--- src/pmon_pkg.sv ---
// constants for the power monitor sampling sequencer: command codes,
// reset values, field positions and state encodings.
// assumes a command port addressed by the 8-bit register command code.
package pmon_pkg;

    // ------------------------------------------------------------------
    // register command codes
    // ------------------------------------------------------------------
    localparam logic [7:0] CMD_PEAK_AUX    = 8'hD2;
    localparam logic [7:0] CMD_RUN_CTRL    = 8'hD3;
    localparam logic [7:0] CMD_SAMPLE_CFG  = 8'hD4;
    localparam logic [7:0] CMD_ALERT_EN    = 8'hD5;

    // ------------------------------------------------------------------
    // reset values and clear pattern
    // ------------------------------------------------------------------
    localparam logic [11:0] PEAK_RESET       = 12'h000;
    localparam logic [15:0] PEAK_CLEAR_VALUE = 16'h0000;
    localparam logic        RUN_RESET        = 1'b1;
    localparam logic [7:0]  SAMPLE_CFG_RESET = 8'h8F;
    localparam logic [15:0] ALERT_EN_RESET   = 16'h8000;

    // ------------------------------------------------------------------
    // field positions
    // ------------------------------------------------------------------
    localparam int          PEAK_W          = 12;
    localparam int          RUN_BIT         = 0;
    localparam int          MODE_BIT        = 7;
    localparam int          AUX_BIT         = 6;
    localparam int          RANGE_LSB       = 3;
    localparam int          AVG_LSB         = 0;
    localparam int          AVG_W           = 3;
    localparam logic [7:0]  CFG_RSVD_MASK   = 8'h20;
    localparam logic [7:0]  CFG_RANGE_MASK  = 8'h18;
    localparam int          HEALTH_EN_BIT   = 15;
    localparam int          OC_EN_BIT       = 14;
    localparam int          OV_EN_BIT       = 13;
    localparam int          OUT1_FN_LSB     = 1;
    localparam logic [1:0]  OUT1_FN_ALERT   = 2'b00;
    localparam logic [1:0]  RANGE_RSVD_LO   = 2'b00;
    localparam logic [1:0]  RANGE_RSVD_HI   = 2'b11;

    // ------------------------------------------------------------------
    // sequencer states and converter channels
    // ------------------------------------------------------------------
    typedef enum logic [1:0] {
        SEQ_IDLE = 2'b00,
        SEQ_REQ  = 2'b01,
        SEQ_WAIT = 2'b10,
        SEQ_DONE = 2'b11
    } seq_state_e;

    typedef enum logic [1:0] {
        CH_VIN  = 2'b00,
        CH_OUTPUT_CURRENT = 2'b01,
        CH_AUX  = 2'b10
    } adc_chan_e;

endpackage

--- src/avg_link_if.sv ---
// link between the sequencer and one averaging accumulator.
// assumes both ends share core_clk.
`timescale 1ns/1ns
interface avg_link_if #(parameter int DATA_W = 12);
    logic              clear;
    logic              sample_valid;
    logic [DATA_W-1:0] sample;
    logic [2:0]        avg_log;
    logic              publish;
    logic [DATA_W-1:0] result;

    modport ctrl (output clear, sample_valid, sample, avg_log, publish, input result);
    modport acc  (input clear, sample_valid, sample, avg_log, publish, output result);
endinterface

--- src/pmon_sequencer.sv ---
// power monitor sampling sequencer with peak aux tracking and alert gating.
// assumes a command port already decoded from the serial bus, a converter
// front end on core_clk, and fault flags produced by status logic on core_clk.
`timescale 1ns/1ns

// Overview of operation
// - peak aux register holds largest aux result in bits 11:0, 15:12 read zero
// - writing zero to peak aux register clears the stored peak
// - run bit resets to one; one samples, zero stops the monitor
// - single-shot mode clears run bit after one complete sampling cycle
// - continuous mode keeps sampling until host writes run bit to zero
// - run control bits 7:1 always read zero
// - config bit 7 picks single-shot (0) or continuous (1), resets continuous
// - config bit 6 adds the aux channel, resets to zero
// - config bits 4:3 pick sense range 25 mV or 50 mV, variant reset
// - config bits 2:0 pick averaging 1 to 128 samples, reset 111
// - sampling config resets to 0x8F with range reset 01, 0x97 with range reset 10
// - alert enable register resets to 0x8000, switch health alert on
// - bit 14 lets the overcurrent fault flag raise the alert
// - bit 13 lets the input overvoltage fault flag raise the alert
// - output function field 00 makes general output one the alert pin
module pmon_sequencer
    import pmon_pkg::*;
#(
    parameter logic [1:0] RANGE_RESET = 2'b01,
    parameter int         DATA_W      = 12
) (
    // clock and reset
    input  wire logic              core_clk,
    input  wire logic              rst,
    // register command port
    input  wire logic [7:0]        reg_cmd,
    input  wire logic              reg_wr,
    input  wire logic [15:0]       reg_wdata,
    input  wire logic              reg_rd,
    output logic      [15:0]       reg_rdata,
    output logic                   reg_rack,
    output logic                   reg_unknown,
    // converter front end
    output logic                   conv_start,
    output logic      [1:0]        conv_channel,
    input  wire logic              conv_done,
    input  wire logic [DATA_W-1:0] conv_result,
    output logic      [1:0]        current_sense_range,
    // averaged results
    output logic      [DATA_W-1:0] vin_avg,
    output logic      [DATA_W-1:0] output_current_avg,
    output logic                   results_valid,
    // fault flags and alert pin
    input  wire logic              switch_health_bad_flag,
    input  wire logic              overcurrent_fault_flag,
    input  wire logic              input_overvoltage_fault_flag,
    output logic                   alert,
    output logic                   general_output_one_o,
    output logic                   general_output_one_oe
);
    // range field of the reset value follows the product variant
    localparam logic [7:0] CFG_RESET =
        (SAMPLE_CFG_RESET & ~CFG_RANGE_MASK) | {3'b000, RANGE_RESET, 3'b000};

    if (RANGE_RESET == RANGE_RSVD_LO || RANGE_RESET == RANGE_RSVD_HI
        || DATA_W != PEAK_W) begin : g_bad_params
        $error("pmon_sequencer needs a valid range reset and 12-bit data");
    end

    // ------------------------------------------------------------------
    // state
    // ------------------------------------------------------------------
    seq_state_e        state_reg,    state_next;
    adc_chan_e         chan_reg,     chan_next;
    logic [7:0]        round_reg,    round_next;
    logic [2:0]        avg_log_reg,  avg_log_next;
    logic              aux_on_reg,   aux_on_next;
    logic              run_reg,      run_next;
    logic [7:0]        cfg_reg,      cfg_next;
    logic [15:0]       alert_en_reg, alert_en_next;
    logic [PEAK_W-1:0] peak_reg,     peak_next;
    logic [15:0]       rdata_reg,    rdata_next;
    logic              rack_reg,     unknown_reg,  unknown_next;
    logic              alert_reg,    alert_next;

    logic              wr_run;
    logic              wr_cfg;
    logic              wr_alert;
    logic              peak_clear;
    logic              sample_done;
    logic              aux_valid;
    logic [7:0]        round_last;
    logic [PEAK_W-1:0] peak_base;

    avg_link_if #(.DATA_W(DATA_W)) vin_link ();
    avg_link_if #(.DATA_W(DATA_W)) output_current_link ();

    // ------------------------------------------------------------------
    // write decode
    // ------------------------------------------------------------------
    assign wr_run      = reg_wr && (reg_cmd == CMD_RUN_CTRL);
    assign wr_cfg      = reg_wr && (reg_cmd == CMD_SAMPLE_CFG);
    assign wr_alert    = reg_wr && (reg_cmd == CMD_ALERT_EN);
    assign peak_clear  = reg_wr && (reg_cmd == CMD_PEAK_AUX) && (reg_wdata == PEAK_CLEAR_VALUE);
    assign sample_done = (state_reg == SEQ_WAIT) && conv_done;
    assign aux_valid   = sample_done && (chan_reg == CH_AUX);
    assign round_last  = 8'((9'd1 << avg_log_reg) - 9'd1);

    // ------------------------------------------------------------------
    // configuration registers
    // ------------------------------------------------------------------
    always_comb begin
        cfg_next      = cfg_reg;
        alert_en_next = alert_en_reg;
        // mode, aux, range and averaging stored as written
        if (wr_cfg) begin
            cfg_next = reg_wdata[7:0] & ~CFG_RSVD_MASK;
        end
        if (wr_alert) begin
            alert_en_next = reg_wdata;
        end
    end

    // ------------------------------------------------------------------
    // run bit and peak tracking
    // ------------------------------------------------------------------
    always_comb begin
        run_next = run_reg;
        if (state_reg == SEQ_DONE && !cfg_reg[MODE_BIT]) begin
            run_next = 1'b0;
        end
        // host write comes last so a restart in the same cycle wins
        if (wr_run) begin
            run_next = reg_wdata[RUN_BIT];
        end
        // only a greater result replaces the peak; a result racing a clear is kept
        peak_base = peak_clear ? PEAK_RESET : peak_reg;
        peak_next = peak_base;
        if (aux_valid && (conv_result > peak_base)) begin
            peak_next = conv_result;
        end
    end

    // ------------------------------------------------------------------
    // sampling sequencer
    // ------------------------------------------------------------------
    always_comb begin
        state_next   = state_reg;
        chan_next    = chan_reg;
        round_next   = round_reg;
        avg_log_next = avg_log_reg;
        aux_on_next  = aux_on_reg;
        case (state_reg)
            SEQ_IDLE: begin
                // averaging and aux are latched so a mid-cycle write cannot split a cycle; range is not
                if (run_reg) begin
                    state_next   = SEQ_REQ;
                    chan_next    = CH_VIN;
                    round_next   = 8'h00;
                    avg_log_next = cfg_reg[AVG_LSB +: AVG_W];
                    aux_on_next  = cfg_reg[AUX_BIT];
                end
            end
            SEQ_REQ: begin
                state_next = SEQ_WAIT;
            end
            SEQ_WAIT: begin
                if (conv_done) begin
                    state_next = SEQ_REQ;
                    // aux joins the round only when enabled
                    if (chan_reg == CH_VIN) begin
                        chan_next = CH_OUTPUT_CURRENT;
                    end else if (chan_reg == CH_OUTPUT_CURRENT && aux_on_reg) begin
                        chan_next = CH_AUX;
                    end else if (round_reg == round_last) begin
                        state_next = SEQ_DONE;
                    end else begin
                        chan_next  = CH_VIN;
                        round_next = round_reg + 8'h01;
                    end
                end
            end
            SEQ_DONE: begin
                // continuous mode returns to idle and restarts while run is set
                state_next = SEQ_IDLE;
            end
            default: begin
                state_next = SEQ_IDLE;
            end
        endcase
        // clearing the run bit abandons a cycle in progress
        if (!run_reg && (state_reg == SEQ_REQ || state_reg == SEQ_WAIT)) begin
            state_next = SEQ_IDLE;
        end
    end

    // ------------------------------------------------------------------
    // read port and alert
    // ------------------------------------------------------------------
    always_comb begin
        rdata_next   = rdata_reg;
        unknown_next = 1'b0;
        if (reg_rd) begin
            // upper nibble of peak reads zero
            if (reg_cmd == CMD_PEAK_AUX) begin
                rdata_next = {4'h0, peak_reg};
            // run control upper bits read zero
            end else if (reg_cmd == CMD_RUN_CTRL) begin
                rdata_next = {15'h0000, run_reg};
            end else if (reg_cmd == CMD_SAMPLE_CFG) begin
                rdata_next = {8'h00, cfg_reg};
            end else if (reg_cmd == CMD_ALERT_EN) begin
                rdata_next = alert_en_reg;
            end else begin
                rdata_next   = 16'h0000;
                unknown_next = 1'b1;
            end
        end
        // alert follows enabled flags; switch health, overcurrent, overvoltage
        alert_next = (switch_health_bad_flag && alert_en_reg[HEALTH_EN_BIT])
                   || (overcurrent_fault_flag && alert_en_reg[OC_EN_BIT])
                   || (input_overvoltage_fault_flag && alert_en_reg[OV_EN_BIT]);
    end

    // ------------------------------------------------------------------
    // registers
    // ------------------------------------------------------------------
    always_ff @(posedge core_clk) begin
        if (rst) begin
            state_reg    <= SEQ_IDLE;
            chan_reg     <= CH_VIN;
            round_reg    <= 8'h00;
            avg_log_reg  <= 3'h0;
            aux_on_reg   <= 1'b0;
            run_reg      <= RUN_RESET;
            cfg_reg      <= CFG_RESET;
            alert_en_reg <= ALERT_EN_RESET;
            peak_reg     <= PEAK_RESET;
            rdata_reg    <= 16'h0000;
            rack_reg     <= 1'b0;
            unknown_reg  <= 1'b0;
            alert_reg    <= 1'b0;
        end else begin
            state_reg    <= state_next;
            chan_reg     <= chan_next;
            round_reg    <= round_next;
            avg_log_reg  <= avg_log_next;
            aux_on_reg   <= aux_on_next;
            run_reg      <= run_next;
            cfg_reg      <= cfg_next;
            alert_en_reg <= alert_en_next;
            peak_reg     <= peak_next;
            rdata_reg    <= rdata_next;
            rack_reg     <= reg_rd;
            unknown_reg  <= unknown_next;
            alert_reg    <= alert_next;
        end
    end

    // ------------------------------------------------------------------
    // averaging accumulators
    // ------------------------------------------------------------------
    assign vin_link.clear         = (state_reg == SEQ_IDLE);
    assign vin_link.sample_valid  = sample_done && (chan_reg == CH_VIN);
    assign vin_link.sample        = conv_result;
    assign vin_link.avg_log       = avg_log_reg;
    assign vin_link.publish       = (state_reg == SEQ_DONE);
    assign output_current_link.clear        = (state_reg == SEQ_IDLE);
    assign output_current_link.sample_valid = sample_done && (chan_reg == CH_OUTPUT_CURRENT);
    assign output_current_link.sample       = conv_result;
    assign output_current_link.avg_log      = avg_log_reg;
    assign output_current_link.publish      = (state_reg == SEQ_DONE);

    avg_accum #(.DATA_W(DATA_W), .MAX_LOG(7)) u_vin_avg (
        .core_clk (core_clk),
        .rst      (rst),
        .link     (vin_link.acc)
    );

    avg_accum #(.DATA_W(DATA_W), .MAX_LOG(7)) u_output_current_avg (
        .core_clk (core_clk),
        .rst      (rst),
        .link     (output_current_link.acc)
    );

    // ------------------------------------------------------------------
    // outputs
    // ------------------------------------------------------------------
    assign reg_rdata             = rdata_reg;
    assign reg_rack              = rack_reg;
    assign reg_unknown           = unknown_reg;
    assign conv_start            = (state_reg == SEQ_REQ);
    assign conv_channel          = chan_reg;
    assign current_sense_range   = cfg_reg[RANGE_LSB +: 2];
    assign vin_avg               = vin_link.result;
    assign output_current_avg              = output_current_link.result;
    // results land one cycle after the publish state
    always_ff @(posedge core_clk) begin
        if (rst) begin
            results_valid <= 1'b0;
        end else begin
            results_valid <= (state_reg == SEQ_DONE);
        end
    end
    assign alert                 = alert_reg;
    // open-drain alert pin pulls low while alert and function is alert
    assign general_output_one_o  = 1'b0;
    assign general_output_one_oe = alert_reg
        && (alert_en_reg[OUT1_FN_LSB +: 2] == OUT1_FN_ALERT);

    // ------------------------------------------------------------------
    // assertions
    // ------------------------------------------------------------------
    a_peak_read_zero: assert property (@(posedge core_clk) disable iff (rst)
        reg_rd && reg_cmd == CMD_PEAK_AUX |=> reg_rack && reg_rdata == {4'h0, $past(peak_reg)})
        else $error("peak read wrong");
    a_peak_clear: assert property (@(posedge core_clk) disable iff (rst)
        peak_clear && !aux_valid |=> peak_reg == PEAK_RESET)
        else $error("peak not cleared");
    a_run_stop: assert property (@(posedge core_clk) disable iff (rst)
        !run_reg && !wr_run && (state_reg == SEQ_WAIT)
        |=> state_reg == SEQ_IDLE ##1 state_reg == SEQ_IDLE)
        else $error("sequencer kept running");
    a_single_clear: assert property (@(posedge core_clk) disable iff (rst)
        state_reg == SEQ_DONE && !cfg_reg[MODE_BIT] && !wr_run |=> !run_reg)
        else $error("single-shot run not cleared");
    a_cont_keep: assert property (@(posedge core_clk) disable iff (rst)
        state_reg == SEQ_DONE && run_reg && cfg_reg[MODE_BIT] && !wr_run
        |=> run_reg ##1 state_reg == SEQ_REQ)
        else $error("continuous mode stopped");
    a_run_rsvd: assert property (@(posedge core_clk) disable iff (rst)
        reg_rd && reg_cmd == CMD_RUN_CTRL |=> reg_rdata[15:1] == 15'h0000)
        else $error("run reserved bits set");
    a_aux_gate: assert property (@(posedge core_clk) disable iff (rst)
        conv_start && conv_channel == CH_AUX |-> aux_on_reg)
        else $error("aux sampled while disabled");
    a_avg_rounds: assert property (@(posedge core_clk) disable iff (rst)
        state_reg == SEQ_DONE |-> round_reg == round_last && $past(state_reg) == SEQ_WAIT)
        else $error("averaging count wrong");
    a_reset_values: assert property (@(posedge core_clk)
        $past(rst) && !rst |-> cfg_reg == CFG_RESET && alert_en_reg == ALERT_EN_RESET && run_reg)
        else $error("reset values wrong");
    a_peak_rise: assert property (@(posedge core_clk) disable iff (rst)
        aux_valid && !peak_clear && conv_result <= peak_reg |=> $stable(peak_reg))
        else $error("peak lowered");
    a_alert_oc: assert property (@(posedge core_clk) disable iff (rst)
        overcurrent_fault_flag && alert_en_reg[OC_EN_BIT] |=> alert)
        else $error("overcurrent alert missing");
    a_alert_quiet: assert property (@(posedge core_clk) disable iff (rst)
        !switch_health_bad_flag && !overcurrent_fault_flag
        && !input_overvoltage_fault_flag |=> !alert && !general_output_one_oe)
        else $error("alert without flag");

endmodule // pmon_sequencer

--- src/avg_accum.sv ---
// sample accumulator that averages a power-of-two number of samples.
// assumes the controller clears before the first sample and publishes
// at least one cycle after the last.
`timescale 1ns/1ns
module avg_accum
    import pmon_pkg::*;
#(
    parameter int DATA_W  = 12,
    parameter int MAX_LOG = 7
) (
    // clock and reset
    input wire logic core_clk,
    input wire logic rst,
    // controller side
    avg_link_if.acc  link
);
    localparam int ACC_W = DATA_W + MAX_LOG;

    // ------------------------------------------------------------------
    // checks and state
    // ------------------------------------------------------------------
    if (MAX_LOG < 7 || DATA_W < 1) begin : g_bad_params
        $error("avg_accum needs MAX_LOG >= 7 and DATA_W >= 1");
    end

    logic [ACC_W-1:0]  sum_reg;
    logic [ACC_W-1:0]  sum_next;
    logic [DATA_W-1:0] result_reg;
    logic [DATA_W-1:0] result_next;
    logic [ACC_W-1:0]  sum_base;

    // sum grows by one sample per valid; shift divides by the count
    always_comb begin
        sum_base    = link.clear ? '0 : sum_reg;
        sum_next    = sum_base;
        result_next = result_reg;
        if (link.sample_valid) begin
            sum_next = sum_base + ACC_W'(link.sample);
        end
        if (link.publish) begin
            result_next = DATA_W'(sum_reg >> link.avg_log);
        end
    end

    // registers only
    always_ff @(posedge core_clk) begin
        if (rst) begin
            sum_reg    <= '0;
            result_reg <= '0;
        end else begin
            sum_reg    <= sum_next;
            result_reg <= result_next;
        end
    end

    assign link.result = result_reg;

endmodule // avg_accum

--- config.mk ---
export PLATFORM = sky130hd
export DESIGN_NAME = pmon_sequencer
export DESIGN_NICKNAME = d
export VERILOG_FILES = /design/src/pmon_pkg.sv /design/src/avg_link_if.sv /design/src/pmon_sequencer.sv /design/src/avg_accum.sv
export SDC_FILE = /design/constraint.sdc
export NUM_CORES = 1
export LEC_CHECK = 0
export BUFFER_PORTS_ARGS = -buffer_cell sky130_fd_sc_hd__buf_4
export CAP_MARGIN = 20
export CORE_MARGIN = 2
export CORE_UTILIZATION = 25
export DETAILED_ROUTE_END_ITERATION = 8
export GPL_ROUTABILITY_DRIVEN = 0
export PLACE_DENSITY = 0.41
export SETUP_SLACK_MARGIN = 0.1
export SLEW_MARGIN = 20
export SYNTH_ARGS = -nofsm -noshare
export SYNTH_HDL_FRONTEND = slang
export SYNTH_SLANG_ARGS = --single-unit
export TNS_END_PERCENT = 1
--- constraint.sdc ---
create_clock -name core_clk -period 3.92 [get_ports core_clk]
set_input_delay 0.588 -clock core_clk [delete_from_list [all_inputs] [get_ports core_clk]]
set_output_delay 0.588 -clock core_clk [all_outputs]
set_load 0.05 [all_outputs]
* Yosys cells after proc, flatten, opt, wreduce, memory -nomap -nowiden *
Cells that the tools add are included.

cells by class
  add/sub/neg operators = 4
  order comparisons = 1
  equal/unequal tests = 16
  shift operators = 3
  muxes and demuxes = 31
  bitwise gates (word level) = 1
  reductions and logical operators = 34

operators with widths
  cell                                               number
  two-way mux 19 bit                                 4
  two-way mux 16 bit                                 4
  two-way mux 8 bit                                  5
  adder 19 x 12 -> 19 bit                            2
  >> shifter 19 x 3 -> 12 bit                        2
  == test 8 bit (second input constant)              4
  two-way mux 12 bit                                 2
  two-way mux 2 bit                                  10
  logical AND 1 bit                                  17
  zero test 16 bit                                   1
  case mux 8 bit (2 select lines)                    1
  greater-than comparator 12 bit                     1
  inequality test 2 bit (second input constant)      5
  adder 8 x 1 -> 8 bit (second input constant)       1
  == test 8 bit                                      1
  case mux 2 bit (4 select lines)                    1
  << shifter 1 x 3 -> 8 bit (first input constant)   1
  subtractor 8 x 1 -> 8 bit (second input constant)  1
  == test 2 bit (second input constant)              3
  zero test 2 bit                                    3
  AND reduction 6 bit                                1
  OR reduction 5 bit                                 1
  == test 2 x 1 -> 1 bit (second input constant)     2
  inequality test 4 bit (second input constant)      1
  other kinds (9)                                    16

storage, ports and cells
  flip-flop bits (word level) = 134
  bits of input ports = 44

* Longest topological paths before layout *
Gate-level depths: netlist (run 1).

  word-level depth = 8
  gate-level depth with buffers = 13

* Cells and area by module *
Synthesis (run 1) repeated with hierarchy kept, for this count alone.

second synthesis, totals
  cell total of the unflattened synthesis = 997
  area total of the unflattened synthesis = 8,476.9 sq um

by module, submodules not included
  module                             times used  cells each  area each (sq um)  sequential area each (sq um)
  pmon_sequencer                     1           453         3,799.9            1,441.4
  avg_accum at u_output_current_avg  1           275         2,341.0            620.6
  avg_accum at u_vin_avg             1           269         2,336.0            620.6

* Worst setup path after synthesis (run 1) *
OpenSTA, ideal clock, no wires.

  path kind = flip-flop to flip-flop
  start point = reg state_reg[0]
  end point = reg u_vin_avg.sum_reg[18]
  arrival = 3.421 ns
  path slack = 0.377 ns
  cell stages (with the launch flop) = 14
  buffers on the path = 2
  path through = dfxtp_1 > inv_1 > ha_1 > clkbuf_1 > clkbuf_1 > nor2b_1 > ha_1 > fa_1 > a211oi_1 > o21a_1 > nor3_1 > o21ai_1 > mux2_2 > a311o_1

between the ends
  longest elaborated chain between the ends = 4
  elaborated cells between the ends (all ways) = 7
  classes of those cells = 1 x add/sub; 1 x eq/ne; 2 x mux; 3 x reduce/logical

ends and longest elaborated chain
  item                                                          RTL line                                      RTL
  start: declaration                                            pmon_sequencer.sv:69                          seq_state_e state_reg, state_next;
  start signal: assignment                                      pmon_sequencer.sv:240                         state_reg <= state_next;
  zero test 2 bit or == test 2 bit (tied branches)              pmon_sequencer.sv:259, pmon_sequencer.sv:101
  two-way mux 19 bit or logical AND 1 bit (tied branches)       avg_accum.sv:34, pmon_sequencer.sv:101
  adder 19 x 12 -> 19 bit or logical AND 1 bit (tied branches)  avg_accum.sv:38, pmon_sequencer.sv:260
  two-way mux 19 bit (*)                                        avg_accum.sv:37                               if (link.sample_valid) begin
  end signal: assignment                                        avg_accum.sv:51                               sum_reg <= sum_next;
  end: declaration                                              avg_accum.sv:26                               logic [ACC_W-1:0] sum_reg;

Mark *: on every way between the ends. The rest lies on a longest branch, timed or not.
A chain may end at the register's enable or synchronous reset.

* Worst setup path in the final report (run 1) *
  start point = reg state_reg[0]
  end point = reg u_output_current_avg.sum_reg[12]

between the ends
  longest elaborated chain between the ends = 4
  elaborated cells between the ends (all ways) = 7
  classes of those cells = 1 x add/sub; 1 x eq/ne; 2 x mux; 3 x reduce/logical

ends and longest elaborated chain
  item                                                          RTL line
  zero test 2 bit or == test 2 bit (tied branches)              pmon_sequencer.sv:264, pmon_sequencer.sv:101
  two-way mux 19 bit or logical AND 1 bit (tied branches)       avg_accum.sv:34, pmon_sequencer.sv:101
  adder 19 x 12 -> 19 bit or logical AND 1 bit (tied branches)  avg_accum.sv:38, pmon_sequencer.sv:265
  two-way mux 19 bit (*)                                        avg_accum.sv:37
  end signal: assignment                                        avg_accum.sv:51
  end: declaration                                              avg_accum.sv:26

Marks and branches as above.

==> results of run 1 <==
-- area by class of cell --
cell class,count,area [um2],share of cell area
Tap cell,448,561,0.0553
Inverter,22,82.6,0.00815
Antenna cell,1,2.50,0.000247
Sequential cell,134,2680,0.265
Timing Repair Buffer,112,853,0.0842
Multi-Input combinational cell,810,5360,0.528
Clock buffer,22,474,0.0468
Clock inverter,8,124,0.0122
-- cells in the mapped netlist, types with 9 or more instances --
| library cell | n | area (um2) |
|---|---|---|
| mux4_2 | 11 | 248 |
| nand2_1 | 160 | 601 |
| nor2_1 | 77 | 289 |
| xnor2_1 | 17 | 149 |
| mux2_2 | 21 | 236 |
| nor4_1 | 9 | 56.3 |
| a21oi_1 | 82 | 410 |
| a22oi_1 | 21 | 158 |
| a311oi_1 | 23 | 201 |
| clkbuf_1 | 43 | 161 |
| inv_1 | 20 | 75.1 |
| o21ai_0 | 26 | 130 |
| buf_2 | 13 | 65.1 |
| nor2b_1 | 35 | 219 |
| nor3_1 | 20 | 100 |
| and3_1 | 11 | 68.8 |
| dfxtp_1 | 134 | 2680 |
| a211oi_1 | 17 | 128 |
| a21o_1 | 11 | 82.6 |
| mux2i_1 | 37 | 370 |
| o31ai_1 | 9 | 67.6 |
| ha_1 | 42 | 526 |
| nand4_1 | 9 | 56.3 |
| nand3_1 | 60 | 300 |
-- kinds of logic after synthesis --
logic type / count (synthesis) / synth area share
compound gates: 251 / 0.202
xor+xnor: 24 / 0.0249
fa+ha+maj: 44 / 0.0671
buf+inv: 92 / 0.0469
flops: 134 / 0.318
mux: 71 / 0.104
other cells: 1 / 0.000445
simple gates: 419 / 0.236
-- report_power, final --
| group | switching [mW] | internal (mW) | leakage [nW] |
|---|---|---|---|
| clock network | 0.638 | 1.04 | 0.288 |
| registers | 0.0298 | 1.40 | 1.09 |
| logic | 0.454 | 0.239 | 2.36 |
-- worst register-to-register path, delay by kind of cell, from the launching register on --
| family | cells | cell delay (ns) |
|---|---|---|
| buf+inv | 2 | 0.38 |
| fa+ha+maj | 3 | 1.11 |
| simple gates | 2 | 0.19 |
| flops | 1 | 0.33 |
| compound gates | 4 | 1.01 |
| mux | 1 | 0.33 |
-- path summary, 6_finish.rpt --
| kind | end | start | slack [ns] | depth (start not counted) |
|---|---|---|---|---|
| setup / recovery | u_output_current_avg.sum_reg[12] | state_reg[0] | 0.47 | 12 |
| hold / removal | alert | input_overvoltage_fault_flag | 0.40 | 3 |
| setup reg to reg | u_output_current_avg.sum_reg[12] | state_reg[0] | 0.47 | 12 |
| hold reg to reg | alert_en_reg[6] | alert_en_reg[6] | 0.46 | 2 |
-- metal layers --
layer / wire, um / track usage / vias up
met5: 0 / 0 / -
met4: 150 / 0.0336 / 0
met3: 926 / 0.0296 / 9
met2: 11900 / 0.236 / 132
met1: 13900 / 0.219 / 3708
li1: - / - / 3887
==> results.txt, run 1 <==
- The largest single stage delay on the critical path is around 0.47 ns.
- Clock-pin slew was measured on the worst setup and hold paths at around 0.060 ns.
- Part of the cycle the worst path needs: 0.881
* Count of instances resized after the clock tree is built: 0
- The initialized floorplan defines between 60 and 70 standard-cell rows.
- Number of buffers added to fix hold violations after cts: 0
- The count of buffers added on input and output ports is between 90 and 100.
- The critical path goes through inv_1 -> ha_1 -> buf_12 -> nor2b_1 -> ha_1 -> fa_1 -> a211oi_1 -> o21ai_0 -> a21oi_1 -> o21ai_0 -> nand2_1 -> mux2_2.
* Full die area: 0.0352 mm2
- Counting flops with a built-in enable in the synthesized netlist gives 0.
* Total Nets Final: roughly 1200
- H-tree Lvls: 4
- Iteration-0 DRC count of the detailed router: ~460
* Share of async-settable or async-resettable flops after synthesis: 0
* CP arrival: about 3.8 ns
- Relative to the synthesized area, the layout overhead comes to 20.3%.
- The tightest hold path in the finished design has a slack of between 0.3 and 0.4 ns.
- The design draws around 3.8 mW.
* Leakage power figure: between 3 and 4 nW
- For this design, the slowest cell found on the critical path is ha_1.
- The initial antenna violation count is 1.
- HPWL after detailed placement: 19800 um
- Once layout is complete, the utilization of the core stands at 0.304.
- Maximum number of pins on one net before global-route repair: between 50 and 60
- In the synthesized netlist, the number of instances is between 1000 and 1500.
- In the final routed layout, each cell accounts on average for 17.3 um.
- Average cell area after synthesis: between 8 and 9 um2
* Share of layout cells above drive strength 1: 0.167
- Post-place setup slack: 0.190 ns
* Number of routed nets with antenna violations: 0
- CTS root buf: clkbuf_16
* Global-route wire length before repair: roughly 42000 um
- The via count of the first global-routing pass was 7400.
- Setup TNS: 0 ns
- HP Class: primary input to flop
- The final count of hold timing violations is 0.
- After detailed placement, the total cell area comes to ~0.0095 mm2.
* Post-route insts no fill: 1557
- For this design the ratio of total power to cell area is ~370 mW/mm2.
- DR vias: just under 8000
* # setup viols final: 0
* Total congestion overflow after global routing: 0
* CTS tree: built
- Via-per-instance ratio: approximately 5.0
- Critical path capture point type: flop
* Max capacitance violation total: 0
- Worst setup skew after layout: approximately 0.013 ns
- For the finished layout, the period the worst path requires is 3.45 ns.
- Total of fill cells in the finished design: 3678
- The top cell types in the final layout, fill and taps aside, are nand2_1 (160), dfxtp_1 (133), buf_4 (111).
* Max-slew headroom at the worst pin: 0.521
* Actual transition at the worst max-transition pin: 0.717 ns
- The pre-antenna-repair detailed-routing pass consisted of 5 iterations.
- The mapped netlist covers 0.00843 mm2.
- GRT Resource Usage Total: 0.153
* Clock latency of the later-clocked register in the worst-skew pair: 0.43 ns
* Chip height: around 190 um
- Setup Buffers After CTS: 0
- The longest clock path from root to sink contains 2 buffers.
- Counting every sink on the clock net gives approximately 130.
* Worst endpoint required time: around 4.3 ns
- Counting the buffers created by CTS gives 17.
* Register area share after synthesis: 0.318
- The netlist uses 70 different library cells.
- Commonest non-fill, non-tap cell in the layout: nand2_1
- Setup Crit Path Kind: flop to flop
- DRC errors left: 0
- Synthesis produced a netlist with a net count of between 1000 and 1500.
- Warnings, synthesis: 0
* Maximum VDD drop: around 0.3 mV
* Maximum fanout count along the critical path: 33
- Achievable frequency: a little under 0.3 GHz
* Final wirelength: 26900 um
- The total area inside the core boundary comes to around 0.033 mm2.
* Number of top-level design ports: 95
- Total of flip-flops plus latches after synthesis: approximately 130
* Inst Count DP: 1526
* Launching element type of the critical path: flop
* Buffers & Inverters on Critical Path: 2
- Count of pins over their slew limit: 0
- Outcome: finished clean
- RSZ-0062 raised after global routing: no
- Worst Slack Setup Final: 0.467 ns
- Width of the die: 188 um
- Prevailing post-synth register cell: dfxtp_1
* Starting density of the core: 0.253
- After routing the design area is approximately 0.010 mm2.
- Gate family responsible for the most delay along the worst path: adder cells
(Power assumes the default switching activity.)
==> inputs of run 2 (changes only) <==
Settings changed: CORE_UTILIZATION 25 to 55, CTS_CLUSTER_DIAMETER set to 100, PLACE_DENSITY 0.41 to 0.76.
==> results.txt, run 2 (same netlist as run 1, synthesis figures left out) <==
* CTS root buf: clkbuf_16
- In this run the critical register-to-register path is captured at u_vin_avg.sum_reg[18].
* Area overhead of the layout relative to synthesis: 15.9%
- Total congestion overflow after global routing: 0 (unchanged)
- Buffer depth of the longest clock path: 2 (unchanged)
- Max-slew headroom at the worst pin: 0.304 (-0.217)
- The number of primary I/O pins was 95 (unchanged).
* Total Nets Final: 1185 (unchanged)
* Reg2reg path depth: 11 (-1)
- The global-route wire length before repair is 36600 um (-14%).
- GRT met2 Usage: 0.438 (+0.202)
- The wire length per cell after detailed routing came to 17.4 um (+0.61%).
- The die outline height was 128 um (-32%).
- DR pass1 iterations: 5 (unchanged)
* Width of the die: 128 um (-32%)
- Worst setup skew after layout: 0.00863 ns (-0.00417 ns)
- The number of buffers inserted by hold repair at cts came to 0 (unchanged).
- Critical path's most frequent cell: ha_1
* Buffers & Inverters on Critical Path: 1 (-1)
- Routing layer with the top usage in global route: met2
- The worst-path maximum fanout came to 9 (-73%).
- The cell area after placement is 0.00920 mm2 (-3.6%).
* Total power: 3.60 mW (-5.2%)
* Clock-pin slew on the worst setup and hold paths: 0.06 ns (about the same)
- In the layout the commonest cells are nand2_1 (160), dfxtp_1 (133), buf_4 (112).
- Setup TNS: 0 ns (unchanged)
- The worst hold path begins at input_overvoltage_fault_flag.
- Max capacitance violation total: 0 (unchanged)
* Ordered list of cells on the worst path: inv_1 -> ha_1 -> nor2b_1 -> ha_1 -> fa_1 -> a211oi_1 -> o21a_1 -> nor3_1 -> o21ai_1 -> mux2_2 -> a311o_1
* Critical path capture point type: flop
* Commonest non-fill, non-tap cell in the layout: nand2_1
- The largest individual stage delay along the critical path comes from the cell ha_1.
* R2r startpoint: state_reg[1]
- The number of failing setup endpoints in the final timing report came to 0 (unchanged).
* DR vias: 7922 (+2.4%)
- Total core area: 0.0151 mm2 (-55%)
- Count of pins over their slew limit: 0 (unchanged)
- Number of buffers created by CTS: 17 (unchanged)
* Setup Buffers After CTS: 0 (unchanged)
- Initial antenna violation count: 1 (unchanged)
- The share of the cycle needed by the critical path after routing was 0.849 (-0.0318).
- HP Class: primary input to flop
- The clock period minus worst slack was 3.33 ns (-0.125 ns).
- The CTS H-tree depth is 4 (unchanged).
- The global-route total usage across every layer is 0.279 (+0.126).
* Grt met1 use: 0.383 (+0.163)
* Launching element type of the critical path: flop
* Total of buffers placed on input and output ports: 93 (unchanged)
- Starting density of the core: 0.558 (+0.306)
- The delay of the slowest cell on the worst path was 0.44 ns (-0.03 ns).
- Post-place setup slack: 0.249 ns (+0.0590 ns)
* Post-route insts no fill: 1298 (-17%)
- The insertion delay of the later-clocked pin in the worst-skew pair was 0.42 ns (about the same).
- Minimum setup slack among reg-to-reg paths: 0.59 ns (+0.12 ns)
- The number of core rows is 45 (-33%).
- In this design, the largest share of critical-path delay is due to adder cells.
* Inst Count DP: 1266 (-17%)
* Count of cells along the worst hold path: 3 (unchanged)
- TritonCTS built the clock tree.
- Outcome: finished clean
* Share of layout cells above drive strength 1: 0.169 (+0.00165)
- The transition at the pin with the smallest max-transition slack came to 1.04 ns (+0.324 ns).
- The detail-routed via count per cell is 6.10 (+23%).
- The post-route cell area came to 0.00976 mm2 (-3.7%).
- The post-DP HPWL came to 15900 um (-19%).
- Global-route track usage on met3: 0.0626 (+0.0330)
- The data required time at the worst endpoint was 4.22 ns (-0.03 ns).
- The maximum number of pins on one net before global-route repair was 71 (+34%).
- The total leakage power was 3.71 nW (-0.62%).
- RSZ-0062 raised after global routing: no
- Setup Crit Path Kind: flop to flop
- The die area came to 0.0163 mm2 (-54%).
- Maximum VDD drop: 0.308 mV (+2.4%)
* CP Launch Point: state_reg[1]
- Count of instances resized after the clock tree is built: 0 (unchanged)
* Hold violation total from the final report: 0 (unchanged)
- The total number of clock tree sinks came to 134 (unchanged).
- The power density over the cells was 369 mW/mm2 (-1.6%).
- The remaining design rule violation count is 0 (unchanged).
- Worst hold margin: 0.407 ns (+0.00826 ns)
- Final wirelength: 22500 um (-16%)
- The worst path setup slack after routing came to 0.591 ns (+0.125 ns).
- The via count of the first global-routing pass is 7209 (-2.6%).
- Achievable frequency: 0.300 GHz (+3.7%)
- The violation count after the first detailed-routing iteration was 584 (+27%).
- The post-layout utilization of the core came to 0.647 (+0.343).
- CP arrival: 3.63 ns (-0.15 ns)
- The number of routed nets with antenna violations came to 0 (unchanged).
- The path with the worst hold slack has its endpoint at alert.
run 2: cell count changes in the layout (fill, tap and decap cells not counted), sizes merged:
cell,delta
inv,+1
clkinv,+1
bufinv,-3
clkinvlp,+2
run 2: area by class of cell:
class / count / area (um2)
clock inverters: 9 / 70.1
repair buffers: 112 / 841
clock buffers: 22 / 494
flip-flops and latches: 134 / 2680
well taps: 188 / 235
multi-input cells: 810 / 5350
diodes: 1 / 2.50
inverters: 22 / 82.6
fillers: 1322 / 5330
run 2: worst max-delay path by stage:
stage,to,cells past startpoint
global route,u_vin_avg.sum_reg[18],11
CTS,u_vin_avg.sum_reg[18],11
global placement,peak_reg[0],12
detailed placement,peak_reg[4],12
finish,u_vin_avg.sum_reg[18],11
floorplan,u_vin_avg.sum_reg[18],13
run 2: power by group:
group	switching, mW	internal, mW	leakage [nW]
clock	0.608	0.892	0.267
sequential	0.0295	1.40	1.09
combinational	0.443	0.235	2.35
total	1.08	2.52	3.71
run 2: tightest hold or removal path, stage by stage:
cell      delay (ns)
buf_4           0.08
a222oi_1        0.05
nor2_1          0.08
run 2: metal layers:
metal	routed length, um	part of all wire
met4	482	0.021
met2	10300	0.46
met3	1570	0.070
met1	10200	0.45
met5	0	0
